`src/logic/charger_status_consts.vh`:
```
// Offsets, field positions, codes and timing for the charger status port
`ifndef CHARGER_STATUS_CONSTS_VH
`define CHARGER_STATUS_CONSTS_VH
`define CMD_CHARGER_STATE 16'h00b8
`define CMD_SYSTEM_SETUP 16'h00be
`define CMD_SYSTEM_STATE 16'h00bf
`define CMD_CAN_SYSTEM_SETUP 16'h00c2
`define CMD_CAN_SYSTEM_STATE 16'h00c1
`define SETUP_WRITE_MASK 16'h0707
`define SETUP_RESET 16'h0002
`define INIT_OFF 2'b00
`define INIT_ON 2'b01
`define INIT_LAST 2'b10
`define NV_IMMEDIATE 2'b00
`define NV_ONE_MIN 2'b01
`define NV_TEN_MIN 2'b10
`define CAN_ID_REPLY 29'h000c0000
`define CAN_ID_REQUEST 29'h000c0100
`define CAN_ID_BROADCAST 29'h000c01ff
`define CLK_HZ 34'd20000000
`define REPLY_MAX_US 12500
`define ONE_MIN_S 34'd60
`define TEN_MIN_S 34'd600
`define LEN_READ 4'h2
`define LEN_WRITE 4'h4
`define LEN_REPLY 4'h4
`define SETUP_CTRL_BIT 0
`define SETUP_INIT_HI 2
`define SETUP_INIT_LO 1
`define SETUP_NV_HI 9
`define SETUP_NV_LO 8
`define SETUP_NV_OFF_BIT 10
`define VOUT_MODE_CODE 8'h17
`define VOUT_EXP -9
`endif

```
`src/logic/charger_status_port.v`:
```
// Charger status, system setup and system state command port
`timescale 1ns/1ps
`default_nettype none
`include "charger_status_consts.vh"
//
// Contract
// [RULE1] Low byte shows full, CC, CV, float
// [RULE2] Temp-comp short flags, shuts output, auto restart
// [RULE3] No battery latches until fresh power-up
// [RULE4] High bits 5-7 flag stage timeouts
// [RULE5] CC/CV timeout stops charging, red, restart
// [RULE6] Float timeout stops charging, green, done
// [RULE7] Setup bit 0 selects bus control
// [RULE8] Setup bits 1-2 select power-up state
// [RULE9] Setup high bits 0-1 pick save delay
// [RULE10] Setup high bit 2 suppresses saving
// [RULE11] State bit 1 shows output in range
// [RULE12] State bit 4 dummy load, bit 5 initial
// [RULE13] State bit 6 flags memory error, halts
// [RULE14] Unsupported bits always read zero
// [RULE15] Host spaces two-wire commands 50 ms apart
// [RULE16] Short linear: 11-bit mantissa, 5-bit exponent
// [RULE17] Voltage mode 0x17 means exponent minus nine
// [RULE18] CAN 250 kbit/s, 29-bit extended frames
// [RULE19] Requests 50 ms apart, reply within 12.5 ms
// [RULE20] Write frame: command then data, low first
// [RULE21] Reads echo command plus data; writes silent
// [RULE22] Reply id 0c00XX, request 0c01XX, broadcast
// [RULE23] Charger flags only with curve enabled
// [RULE24] Timeout flags only when report enabled
// [RULE25] Flags sampled synchronously for coherent reads
module charger_status_port #(
  parameter [33:0] ONE_MIN_CYCLES = `CLK_HZ * `ONE_MIN_S, // 1 min delay
  parameter [33:0] TEN_MIN_CYCLES = `CLK_HZ * `TEN_MIN_S // 10 min delay
) (
  input wire sys_clk, // System clock, 20 MHz
  input wire sys_rst, // Synchronous reset, high
  input wire [1:0] unit_address, // Rotary switch address
  input wire cmd_valid, // Command strobe, one cycle
  input wire cmd_is_can, // Command came in a CAN frame
  input wire [28:0] cmd_can_id, // CAN identifier of the request
  input wire [3:0] cmd_len, // Data field length
  input wire [63:0] cmd_bytes, // Data field, byte 0 in bits 7:0
  input wire charge_curve_enable, // Charger mode enabled
  input wire cc_timeout_report_en, // CC timeout report enable
  input wire cv_timeout_report_en, // CV timeout report enable
  input wire float_timeout_report_en, // Float timeout report enable
  input wire stage_full, // Charger reports fully charged
  input wire stage_cc, // Charger in constant current
  input wire stage_cv, // Charger in constant voltage
  input wire stage_float, // Charger in float
  input wire temp_comp_short, // Temperature compensation shorted
  input wire battery_absent, // No battery detected
  input wire cc_timer_expired, // CC stage timer ran out
  input wire cv_timer_expired, // CV stage timer ran out
  input wire float_timer_expired, // Float stage timer ran out
  input wire remote_off, // Remote off request active
  input wire output_ok, // Output voltage in range
  input wire dummy_load_on, // Active dummy load engaged
  input wire initial_phase, // Unit in initial state
  input wire nv_error, // Nonvolatile access error
  input wire nv_busy, // Nonvolatile store in progress
  output reg [15:0] charger_state_flags, // Charger state word
  output reg [15:0] system_setup, // System setup word
  output reg [15:0] system_state_flags, // System state word
  output reg bus_control_select, // Bus owns V, I and on/off
  output reg charge_allowed, // Charger may charge
  output reg output_enable, // Power stage on
  output reg led_red, // Indicator red
  output reg led_green, // Indicator green
  output reg nv_store_req, // Save setup now, one cycle
  output reg reply_valid, // Reply frame ready, one cycle
  output reg [28:0] reply_id, // Reply identifier
  output reg [3:0] reply_len, // Reply data length
  output reg [63:0] reply_bytes // Reply data, byte 0 low
);
  localparam REPLY_CYCLES = `CLK_HZ / 1000000 * `REPLY_MAX_US;
  reg [15:0] next_setup;
  reg [15:0] cmd_code;
  reg [15:0] read_word;
  reg addressed;
  reg known;
  reg no_battery_latch;
  reg cc_to_latch;
  reg cv_to_latch;
  reg float_to_latch;
  reg nv_err_latch;
  reg remote_off_d;
  reg nv_pending;
  // Ten minutes of cycles needs 34 bits
  reg [33:0] nv_count;
  reg [33:0] nv_limit;
  reg [15:0] stored_setup;
  reg powered_up;
  reg last_on;
  wire write_req;
  wire remote_cycle;
  wire halted;

  // Command code always sits in bytes 0 and 1, low first
  always @* begin
    cmd_code = {cmd_bytes[15:8], cmd_bytes[7:0]}; // see [RULE20]
    addressed = !cmd_is_can ||
      cmd_can_id == (`CAN_ID_REQUEST | {27'h0, unit_address}) ||
      cmd_can_id == `CAN_ID_BROADCAST; // see [RULE22] [RULE18]
    known = 1'b1;
    read_word = 16'h0000;
    case (cmd_code)
      `CMD_CHARGER_STATE: read_word = charger_state_flags;
      `CMD_SYSTEM_SETUP: read_word = system_setup;
      `CMD_CAN_SYSTEM_SETUP: read_word = system_setup;
      `CMD_SYSTEM_STATE: read_word = system_state_flags;
      `CMD_CAN_SYSTEM_STATE: read_word = system_state_flags;
      default: known = 1'b0;
    endcase
  end

  assign write_req = cmd_valid && addressed && cmd_len == `LEN_WRITE &&
    (cmd_code == `CMD_SYSTEM_SETUP || cmd_code == `CMD_CAN_SYSTEM_SETUP);
  // Remote off/on counts as a restart when off is released
  assign remote_cycle = remote_off_d && !remote_off;
  assign halted = nv_err_latch;

  always @* begin
    next_setup = system_setup;
    if (write_req) begin
      // Unsupported bits are masked, reserved code 11 kept
      next_setup = {cmd_bytes[31:24], cmd_bytes[23:16]} &
        `SETUP_WRITE_MASK; // see [RULE14]
    end
  end

  always @* begin
    case (system_setup[`SETUP_NV_HI:`SETUP_NV_LO])
      `NV_ONE_MIN: nv_limit = ONE_MIN_CYCLES; // see [RULE9]
      `NV_TEN_MIN: nv_limit = TEN_MIN_CYCLES;
      default: nv_limit = 34'h0;
    endcase
  end

  // Setup word and the control source it selects
  always @(posedge sys_clk) begin
    if (sys_rst) begin
      system_setup <= `SETUP_RESET;
      bus_control_select <= 1'b0;
    end else begin
      system_setup <= next_setup;
      bus_control_select <= next_setup[`SETUP_CTRL_BIT]; // see [RULE7]
    end
  end

  // Fault latches; no battery and memory errors clear only by reset,
  // which stands for a fresh power-up
  always @(posedge sys_clk) begin
    if (sys_rst) begin
      no_battery_latch <= 1'b0;
      cc_to_latch <= 1'b0;
      cv_to_latch <= 1'b0;
      float_to_latch <= 1'b0;
      nv_err_latch <= 1'b0;
      remote_off_d <= 1'b0;
    end else begin
      remote_off_d <= remote_off;
      if (charge_curve_enable && battery_absent) begin
        no_battery_latch <= 1'b1; // see [RULE3]
      end
      // A new timeout beats a remote restart in the same cycle
      if (charge_curve_enable && cc_timeout_report_en &&
          cc_timer_expired) begin
        cc_to_latch <= 1'b1; // see [RULE24]
      end else if (remote_cycle) begin
        cc_to_latch <= 1'b0; // see [RULE5]
      end
      if (charge_curve_enable && cv_timeout_report_en &&
          cv_timer_expired) begin
        cv_to_latch <= 1'b1;
      end else if (remote_cycle) begin
        cv_to_latch <= 1'b0;
      end
      if (charge_curve_enable && float_timeout_report_en &&
          float_timer_expired) begin
        float_to_latch <= 1'b1;
      end else if (remote_cycle) begin
        float_to_latch <= 1'b0; // see [RULE6]
      end
      if (nv_error) begin
        nv_err_latch <= 1'b1; // see [RULE13]
      end
    end
  end

  // One synchronous snapshot per cycle keeps reads coherent
  always @(posedge sys_clk) begin
    if (sys_rst) begin
      charger_state_flags <= 16'h0000;
      system_state_flags <= 16'h0000;
    end else begin // see [RULE25]
      // Plain supply mode shows an all-zero charger word
      if (charge_curve_enable) begin
        charger_state_flags <= {float_to_latch, cv_to_latch,
          cc_to_latch, 1'b0, // see [RULE4]
          no_battery_latch, temp_comp_short, 2'b00, // see [RULE2]
          4'h0, stage_float, stage_cv, stage_cc, stage_full}; // see [RULE1]
      end else begin
        charger_state_flags <= 16'h0000; // see [RULE23]
      end
      system_state_flags <= {9'h0, nv_err_latch, initial_phase,
        dummy_load_on, 2'b00, output_ok, 1'b0}; // see [RULE11] [RULE12]
    end
  end

  // Output stage, charge permission and indicator
  always @(posedge sys_clk) begin
    if (sys_rst) begin
      charge_allowed <= 1'b0;
      output_enable <= 1'b0;
      led_red <= 1'b0;
      led_green <= 1'b0;
      powered_up <= 1'b0;
      // Last state is not kept across reset, so it restarts as on
      last_on <= 1'b1;
    end else begin
      powered_up <= 1'b1;
      charge_allowed <= charge_curve_enable && !halted &&
        !temp_comp_short && !no_battery_latch && !cc_to_latch &&
        !cv_to_latch && !float_to_latch; // see [RULE5]
      // First edge after power-up follows the stored start mode
      if (!powered_up) begin
        case (system_setup[`SETUP_INIT_HI:`SETUP_INIT_LO]) // see [RULE8]
          `INIT_OFF: output_enable <= 1'b0;
          `INIT_LAST: output_enable <= last_on;
          default: output_enable <= 1'b1;
        endcase
      end else begin
        output_enable <= !remote_off && !halted &&
          !(charge_curve_enable && temp_comp_short); // see [RULE2]
        last_on <= !remote_off;
      end
      // A float timeout ends the charge as done, so it stays green
      led_red <= halted || (charge_curve_enable && (temp_comp_short ||
        no_battery_latch || cc_to_latch || cv_to_latch));
      led_green <= !halted && !(charge_curve_enable && (temp_comp_short ||
        no_battery_latch || cc_to_latch || cv_to_latch)); // see [RULE6]
    end
  end

  // Save only after the setup has stood still for the delay
  always @(posedge sys_clk) begin
    if (sys_rst) begin
      nv_pending <= 1'b0;
      nv_count <= 34'h0;
      nv_store_req <= 1'b0;
      stored_setup <= `SETUP_RESET;
    end else begin
      nv_store_req <= 1'b0;
      if (next_setup != stored_setup &&
          !system_setup[`SETUP_NV_OFF_BIT]) begin // see [RULE10]
        if (next_setup != system_setup) begin
          // Any change restarts the quiet-time count
          nv_pending <= 1'b1;
          nv_count <= 34'h0;
        end else if (!nv_busy && nv_count >= nv_limit) begin
          nv_store_req <= 1'b1; // see [RULE9]
          stored_setup <= system_setup;
          nv_pending <= 1'b0;
        end else begin
          nv_count <= nv_count + 34'h1;
        end
      end else begin
        nv_pending <= 1'b0;
      end
    end
  end

  // Answer reads next cycle, far inside REPLY_CYCLES
  always @(posedge sys_clk) begin
    if (sys_rst) begin
      reply_valid <= 1'b0;
      reply_id <= 29'h0;
      reply_len <= 4'h0;
      reply_bytes <= 64'h0;
    end else begin // see [RULE19]
      // Broadcast reads stay silent so several units cannot collide
      reply_valid <= cmd_valid && addressed && known &&
        cmd_len == `LEN_READ &&
        !(cmd_is_can && cmd_can_id == `CAN_ID_BROADCAST); // see [RULE21]
      if (cmd_valid && cmd_len == `LEN_READ) begin
        reply_id <= `CAN_ID_REPLY | {27'h0, unit_address}; // see [RULE22]
        reply_len <= `LEN_REPLY;
        reply_bytes <= {32'h0, read_word, cmd_code};
      end
    end
  end
endmodule // charger_status_port
`default_nettype wire

```
`config.mk`:
```
export PLATFORM = sky130hd
export DESIGN_NAME = charger_status_port
export DESIGN_NICKNAME = d
export VERILOG_FILES = /design/src/logic/charger_status_port.v
export VERILOG_INCLUDE_DIRS = /design/src /design/src/logic
export SDC_FILE = /design/constraint.sdc
export NUM_CORES = 1
export LEC_CHECK = 0
export BUFFER_PORTS_ARGS = -buffer_cell sky130_fd_sc_hd__buf_2
export CAP_MARGIN = 15
export CORE_MARGIN = 10
export CORE_UTILIZATION = 54
export CTS_BUF_LIST = sky130_fd_sc_hd__clkbuf_4
export CTS_CLUSTER_SIZE = 24
export DETAILED_ROUTE_END_ITERATION = 10
export HOLD_SLACK_MARGIN = 0.03
export PLACE_DENSITY = 0.88
export SYNTH_ARGS = -nofsm -noshare
export SYNTH_HDL_FRONTEND = slang
export SYNTH_SLANG_ARGS = --single-unit
```
`constraint.sdc`:
```
create_clock -name sys_clk -period 10 [get_ports sys_clk]
set_input_delay 2 -clock sys_clk [delete_from_list [all_inputs] [get_ports sys_clk]]
set_output_delay 2 -clock sys_clk [all_outputs]
set_load 0.03 [all_outputs]
```
==> results of run 1 <==
## worst min path at each step
| stage | from | endpoint | slack (ps) | cells past startpoint |
|---|---|---|---|---|
| after floorplan | float_to_latch$_SDFFE_PP0P_ | charge_allowed$_SDFF_PP0_ | 410 | 1 |
| after global placement | reply_bytes[25]$_SDFFE_PP0P_ | reply_bytes[25]$_SDFFE_PP0P_ | 440 | 2 |
| after detailed placement | reply_bytes[2]$_SDFFE_PP0P_ | reply_bytes[2]$_SDFFE_PP0P_ | 440 | 2 |
| after CTS | reply_bytes[25]$_SDFFE_PP0P_ | reply_bytes[25]$_SDFFE_PP0P_ | 460 | 2 |
| after global routing | reply_bytes[24]$_SDFFE_PP0P_ | reply_bytes[24]$_SDFFE_PP0P_ | 470 | 2 |
| final | reply_bytes[25]$_SDFFE_PP0P_ | reply_bytes[25]$_SDFFE_PP0P_ | 460 | 2 |
## placed cells by master, fill, tap and decap left out, types with 4 or more instances in the layout
cell                        count
sky130_fd_sc_hd__buf_2        152
sky130_fd_sc_hd__dfxtp_1      128
sky130_fd_sc_hd__nand2_1       91
sky130_fd_sc_hd__conb_1        79
sky130_fd_sc_hd__a21oi_1       68
sky130_fd_sc_hd__nor2_1        56
sky130_fd_sc_hd__nand3_1       25
sky130_fd_sc_hd__inv_1         23
sky130_fd_sc_hd__nor3_1        23
sky130_fd_sc_hd__ha_1          22
sky130_fd_sc_hd__clkbuf_4      19
sky130_fd_sc_hd__xnor2_1       18
sky130_fd_sc_hd__nand4_1       18
sky130_fd_sc_hd__or3_1         16
sky130_fd_sc_hd__or4_1         16
sky130_fd_sc_hd__mux2i_1       16
sky130_fd_sc_hd__and3_1        14
sky130_fd_sc_hd__and2_1        13
sky130_fd_sc_hd__o21ai_0       13
sky130_fd_sc_hd__o31ai_1       13
sky130_fd_sc_hd__nor4_1        11
sky130_fd_sc_hd__a221oi_1      11
sky130_fd_sc_hd__nand2b_1       9
sky130_fd_sc_hd__nor2b_1        8
sky130_fd_sc_hd__a211oi_1       8
sky130_fd_sc_hd__o21ai_1        6
sky130_fd_sc_hd__bufinv_16      5
sky130_fd_sc_hd__nand3b_1       4
sky130_fd_sc_hd__a211o_1        4
sky130_fd_sc_hd__a21o_1         4
sky130_fd_sc_hd__clkinv_2       4
sky130_fd_sc_hd__buf_4          4
## cell type report
type	instances	area (sq um)	area share, %
tap	172	215	2.78
multi-input combinational	625	3740	48.4
sequential	128	2560	33.1
inverter	23	86.3	1.12
clock inverter	13	193	2.49
timing repair buffer	156	791	10.2
clock buffer	19	143	1.84
## state kept, by name (all words and copies together) (netlist names), 2 cells and up
name and cells:
reply_id 2, system_setup 16, reply_bytes 32, stored_setup 16, charger_state_flags 9, nv_count 34
system_state_flags 4
## where the power goes
group | internal (uW) | switching [uW]
combinational | 24.8 | 81.1
sequential | 516 | 3.76
clock | 225 | 190
## routing by layer
layer  GRT usage [%]  wire [microns]  up-vias
met3            7.31            1660       40
met4            8.01             387        2
met5               0              13        -
met1            23.1            7470     2932
li1                -               -     3035
met2            36.7            9830      271
## cell families after synthesis
family                     share of synthesized area [%]
and+or+nand+nor                                     24.4
muxes                                               2.86
buffers and inverters                               12.7
adders and majority gates                           4.01
xor gates and xnor gates                            2.68
other                                             0.0546
DFF                                                 37.3
AOI/OAI and AO/OA                                   16.0
## through the flow
stage	area (sq um)	setup WS (ps)	util, %
floorplan	7160	5290	-
global placement	7400	4530	59.1
detailed placement	7400	4430	59.1
CTS	7730	5030	61.8
global route	7730	4730	61.8
finish	7730	5000	61.8
## critical path, stage by stage
cell,delay [ps]
sky130_fd_sc_hd__buf_2,100
sky130_fd_sc_hd__nor4_1,430
sky130_fd_sc_hd__nand4_1,290
sky130_fd_sc_hd__or3_1,410
sky130_fd_sc_hd__a211o_1,300
sky130_fd_sc_hd__or3_1,410
sky130_fd_sc_hd__a21boi_2,360
sky130_fd_sc_hd__a21o_1,750
sky130_fd_sc_hd__mux2i_1,280
sky130_fd_sc_hd__nor2_1,70
==> load_flow_metrics.sql, run 1 <==
INSERT INTO impl_metrics (metric_group, metric, value, unit) VALUES
('status', 'status', 'finished, final reports clean', ''),
('worst_setup_path', 'critical_path_arrival', '5420', 'ps'),
('worst_setup_path', 'setup.worst_path.end_class', 'flop', ''),
('run', 'drv_cap', '0', ''),
('sta', 'timing.final.max_slew_violations', '0', ''),
('sta', 'totalNegativeSetupSlack', '0', 'ps'),
('grt', 'grt_start_max_net_pins', '75', ''),
('worst_setup_path', 'worstPathRequired', '10420', 'ps'),
('sta', 'clock-skew-final', '13.7', 'ps'),
('worst_setup_path', 'cp_class', 'primary input to flop', ''),
('sta', 'slew_hr', '28.8', '%'),
('cts', 'cts.clk_slew.worst_paths', '110', 'ps'),
('worst_setup_path', 'critPathMaxFanout', '17', ''),
('cts', 'cts_buffers', '17', ''),
('die', 'floorplan.initialDensity', '54.8', '%'),
('sta', 'setup_repair_after_global_routing_missed_its_margin', 'false', ''),
('worst_setup_path', 'endpoint', 'stored_setup[4]$_SDFFE_PP0P_', ''),
('drt', 'detailroute.via_count', '6280', ''),
('pwr', 'powerDensity', '135', 'nW/um^2'),
('place', 'gpl.final_weighted_congestion', '0.908', ''),
('drt', 'drtIter0Drc', '513', ''),
('logic_synthesis', 'synthesis.instances', '815', ''),
('logic_synthesis', 'synthArstFlopShare', '0', '%'),
('sta', 'tcrit_tclk_final', '50.0', '%'),
('cts', 'level_count_of_the_clock_h_tree', '4', ''),
('worst_setup_path', 'reg2reg_from', 'system_setup[8]$_SDFF_PP0_', ''),
('logic_synthesis', 'ys_seq_area_share', '37.3', '%'),
('grt', 'grt.overflow.total', '0', ''),
('logic_synthesis', 'synthesis.area', '6860', 'sq um'),
('worst_setup_path', 'startpoint_class', 'primary input', ''),
('finish', 'final_cell_count_no_fill', '1136', ''),
('place', 'detailed_place_hpwl', '14.6', 'mm'),
('logic_synthesis', 'ys_seq_elements', '128', ''),
('worst_hold_path', 'min_delay_worst_type', 'flop to flop', ''),
('pwr', 'leakagePower', '0.00338', 'uW'),
('logic_synthesis', 'synth_top_area_share', '37.3', '%'),
('drt', 'wl_per_cell', '17.0', 'microns'),
('die', 'dieArea', '17600', 'sq um'),
('cts', 'number_of_hold_buffers_added_after_cts', '0', ''),
('sta', 'final.hold.worst_slack', '457', 'ps'),
('die', 'die_w', '133', 'microns'),
('finish', 'final_net_count', '1095', ''),
('drt', 'postRouteAntennaNets', '0', ''),
('logic_synthesis', 'synth_ff_type', 'sky130_fd_sc_hd__dfxtp_1', ''),
('grt', 'grt_pass1_vias', '6181', ''),
('logic_synthesis', 'synth-edff-count', '0', ''),
('cts', 'cts.sinks', '128', ''),
('worst_setup_path', 'timing.rr.end', 'stored_setup[4]$_SDFFE_PP0P_', ''),
('sta', 'final-setup-viol-count', '0', ''),
('drt', 'route.detailed.vias_per_inst', '5.53', ''),
('place', 'placed_cells', '1104', ''),
('sta', 'peak_freq', '200', 'MHz'),
('grt', 'antenna_found_initial', '1', ''),
('finish', 'flow.area_growth_from_synthesis', '12.7', '%'),
('pwr', 'worst_ir_drop_vdd', '0.000121', 'V'),
('grt', 'grt.total_usage', '21.1', '%'),
('cts', 'cts.repair_timing.setup_buffer_count', '0', ''),
('logic_synthesis', 'post_synth_main_area_contributors', 'sky130_fd_sc_hd__dfxtp_1 37%, sky130_fd_sc_hd__buf_4 9.0%, sky130_fd_sc_hd__nand2_1 5.0%, sky130_fd_sc_hd__a21oi_1 5.0%, sky130_fd_sc_hd__ha_1 4.0%', ''),
('logic_synthesis', 'yosysWarnings', '0', ''),
('worst_setup_path', 'worst-r2r-cell-count', '12', ''),
('worst_setup_path', 'regToRegSetupSlack', '5970', 'ps'),
('cts', 'clockRootBuffer', 'sky130_fd_sc_hd__clkbuf_4', ''),
('logic_synthesis', 'synth_most_common_cell', 'sky130_fd_sc_hd__dfxtp_1', ''),
('cts', 'cts_resized', '0', ''),
('die', 'core', '12500', 'sq um'),
('die', 'boundaryPins', '274', ''),
('die', 'row_count', '41', ''),
('logic_synthesis', 'syn_avg_cell_area', '8.42', 'sq um'),
('worst_setup_path', 'setup.worst_path.start', 'cmd_bytes[10]', ''),
('drt', 'remaining_drc_errors', '0', ''),
('logic_synthesis', 'synth_cell_type_count', '66', '');
(Power assumes the default switching activity.)
==> run 2, diff against run 1 <==
Settings changed: CORE_UTILIZATION 54 to 51, PLACE_DENSITY 0.88 to 0.83.
Clock period 10 ns to 5.08 ns, I/O delays scaled along.
==> run 2 against run 1 <==
Sequential power grew 96%. Clock power grew 83%. Critical endpoint is now nv_count[32]$_SDFFE_PP0P_. Final cell count increased by 0.79%. Clock-buffer cell count decreased by 2. Total power is 91% higher.
==> load_flow_metrics.sql, run 2 (synthesis results as in run 1) <==
INSERT INTO impl_metrics (metric_group, metric, value, unit) VALUES
('worst_setup_path', 'startpoint_class', 'primary input', ''),
('finish', 'leading_cell_type_in_the_layout_fill_and_taps_excluded', 'sky130_fd_sc_hd__buf_2', ''),
('sta', 'hold_viol', '0', ''),
('cts', 'cts_tree', 'done', ''),
('worst_setup_path', 'cp_class', 'primary input to flop', ''),
('sta', 'peak_freq', '263', 'MHz'),
('pwr', 'worst_ir_drop_vdd', '0.000236', 'V'),
('sta', 'clock-skew-final', '20.5', 'ps'),
('worst_setup_path', 'cpPeakStageDelay', '550', 'ps'),
('finish', 'layout.cells.most_common_list', '152 x sky130_fd_sc_hd__buf_2, 128 x sky130_fd_sc_hd__dfxtp_1, 91 x sky130_fd_sc_hd__nand2_1', ''),
('drt', 'dr.pass1.iters', '5', ''),
('sta', 'tightestPinTransition', '1070', 'ps'),
('worst_setup_path', 'worst_path_max_delay_cell', 'sky130_fd_sc_hd__or4_1', ''),
('pwr', 'leakagePower', '0.00339', 'uW'),
('finish', 'largest_register_ff_count', '34', ''),
('finish', 'filler_cell_count', '1247', ''),
('cts', 'level_count_of_the_clock_h_tree', '4', ''),
('place', 'numPortBuffers', '152', ''),
('place', 'gpl.final_weighted_congestion', '0.932', ''),
('die', 'die_w', '136', 'microns'),
('drt', 'wl_per_cell', '16.7', 'microns'),
('drt', 'drtIter0Drc', '497', ''),
('status', 'status', 'finished, final reports clean', ''),
('worst_hold_path', 'timing.hold.worst.start', 'reply_bytes[7]$_SDFFE_PP0P_', ''),
('worst_hold_path', 'timing.hold.worst_path_depth', '2', ''),
('sta', 'finalWorstPathRequiredPeriod', '3800', 'ps'),
('die', 'row_count', '42', ''),
('run', 'drv_cap', '0', ''),
('drt', 'detailroute.via_count', '6250', ''),
('worst_setup_path', 'critical_path_arrival', '4290', 'ps'),
('drt', 'remaining_drc_errors', '0', ''),
('cts', 'cts.sinks', '128', ''),
('grt', 'wire_length_of_the_first_global_routing_pass', '30.1', 'mm'),
('grt', 'antenna_found_initial', '0', ''),
('cts', 'clockRootBuffer', 'sky130_fd_sc_hd__clkbuf_4', ''),
('grt', 'grt_pass1_vias', '5829', ''),
('die', 'die_h', '136', 'microns'),
('finish', 'registers.top_by_ff_count', 'nv_count', ''),
('finish', 'final_design_instance_area_without_fill', '7740', 'sq um'),
('cts', 'cts_resized', '0', ''),
('worst_setup_path', 'critPathMaxFanout', '44', ''),
('worst_setup_path', 'reg2reg_from', 'system_setup[8]$_SDFF_PP0_', ''),
('worst_setup_path', 'setup.worst_path.end_class', 'flop', ''),
('sta', 'final-setup-viol-count', '0', ''),
('place', 'placedInstanceArea', '7440', 'sq um'),
('sta', 'tcrit_tclk_final', '74.8', '%'),
('cts', 'cts.repair_timing.setup_buffer_count', '0', ''),
('cts', 'clock_latency', '560', 'ps'),
('pwr', 'powerDensity', '257', 'nW/um^2'),
('cts', 'cts.clk_slew.worst_paths', '110', 'ps'),
('finish', 'largest_registers', 'nv_count (34), reply_bytes (32)', ''),
('finish', 'flow.area_growth_from_synthesis', '12.9', '%'),
('drt', 'wl', '19.2', 'mm'),
('die', 'dieArea', '18500', 'sq um'),
('drt', 'route.detailed.vias_per_inst', '5.46', ''),
('cts', 'cts_buffers', '17', ''),
('die', 'boundaryPins', '274', ''),
('grt', 'grt_start_max_net_pins', '49', ''),
('grt', 'grt.total_usage', '20.1', '%'),
('sta', 'timing.final.max_slew_violations', '0', ''),
('die', 'floorplan.initialDensity', '52.0', '%'),
('sta', 'setup_repair_after_global_routing_missed_its_margin', 'false', ''),
('sta', 'slew_hr', '28.5', '%'),
('worst_setup_path', 'regToRegSetupSlack', '1300', 'ps'),
('cts', 'number_of_hold_buffers_added_after_cts', '0', ''),
('finish', 'post_route_cells_drive_above_1_share', '21.8', '%'),
('grt', 'grt.overflow.total', '0', ''),
('worst_setup_path', 'worst-r2r-cell-count', '13', ''),
('die', 'core', '13200', 'sq um'),
('worst_hold_path', 'min_to', 'reply_bytes[7]$_SDFFE_PP0P_', ''),
('finish', 'antenna_cells', '0', ''),
('worst_setup_path', 'worstPathRequired', '5560', 'ps'),
('worst_setup_path', 'timing.rr.end', 'stored_setup[4]$_SDFFE_PP0P_', ''),
('place', 'detailed_place_hpwl', '14.6', 'mm'),
('finish', 'final_net_count', '1100', ''),
('worst_setup_path', 'crit_path_cell_trace', 'buf_2 -> nor4_1 -> nand2_1 -> a2111oi_4 -> o21ai_2 -> mux2i_2 -> nor4_4 -> a211o_4 -> or4_1 -> a21oi_1', ''),
('worst_hold_path', 'min_delay_worst_type', 'flop to flop', ''),
('cts', 'cts_max_path_buffers', '2', ''),
('sta', 'totalNegativeSetupSlack', '0', 'ps'),
('drt', 'postRouteAntennaNets', '0', '');
[run 2: critical path, delay by kind of cell]
family	cells	cell delay [ps]
compound gates	4	1540
buf+inv	1	100
mux	1	350
simple gates	4	1260
[run 2: layout make-up]
cell class | count | area [sq um] | area share (%)
clock buffer | 17 | 128 | 1.65
sequential | 128 | 2560 | 33.1
timing repair buffer | 161 | 828 | 10.7
tap | 176 | 220 | 2.84
clock inverter | 15 | 181 | 2.34
multi-input combinational | 625 | 3740 | 48.3
inverter | 23 | 86.3 | 1.11
[run 2: worst max-delay path by stage]
| stage | startpoint | endpoint | cells past startpoint |
|---|---|---|---|
| floorplan | cmd_can_id[2] | nv_count[33]$_SDFFE_PP0P_ | 10 |
| global placement | cmd_can_id[20] | nv_count[11]$_SDFFE_PP0P_ | 10 |
| detailed placement | cmd_can_id[20] | nv_count[32]$_SDFFE_PP0P_ | 10 |
| CTS | system_setup[8]$_SDFF_PP0_ | stored_setup[8]$_SDFFE_PP0P_ | 13 |
| global route | system_setup[8]$_SDFF_PP0_ | nv_count[31]$_SDFFE_PP0P_ | 12 |
| finish | cmd_can_id[20] | nv_count[32]$_SDFFE_PP0P_ | 10 |
[run 2: where the power goes]
group	internal, uW	switching, uW	total (uW)
Combinational	49.4	158	208
Sequential	1020	6.96	1020
Clock	347	411	758
[run 2: metal layers]
metal	part of all wire [%]	GRT usage, %
met5	0	0
met4	2.1	6.98
met3	8.6	7.56
met2	50	32.8
met1	40	23.6
[run 2: per-stage QoR]
step           utilization, %  power [uW]  hold WS (ps)  setup WS [ps]  instances
2_1_floorplan               -        1230           413           1360        893
3_3_place_gp             56.4        1250           438            840       1113
3_5_place_dp             56.4        1250           443            766       1113
4_1_cts                  58.7        2000           459           1310       1145
5_1_grt                  58.7        2070           479           1060       1145
6_report                 58.7        1990           456           1280       1145
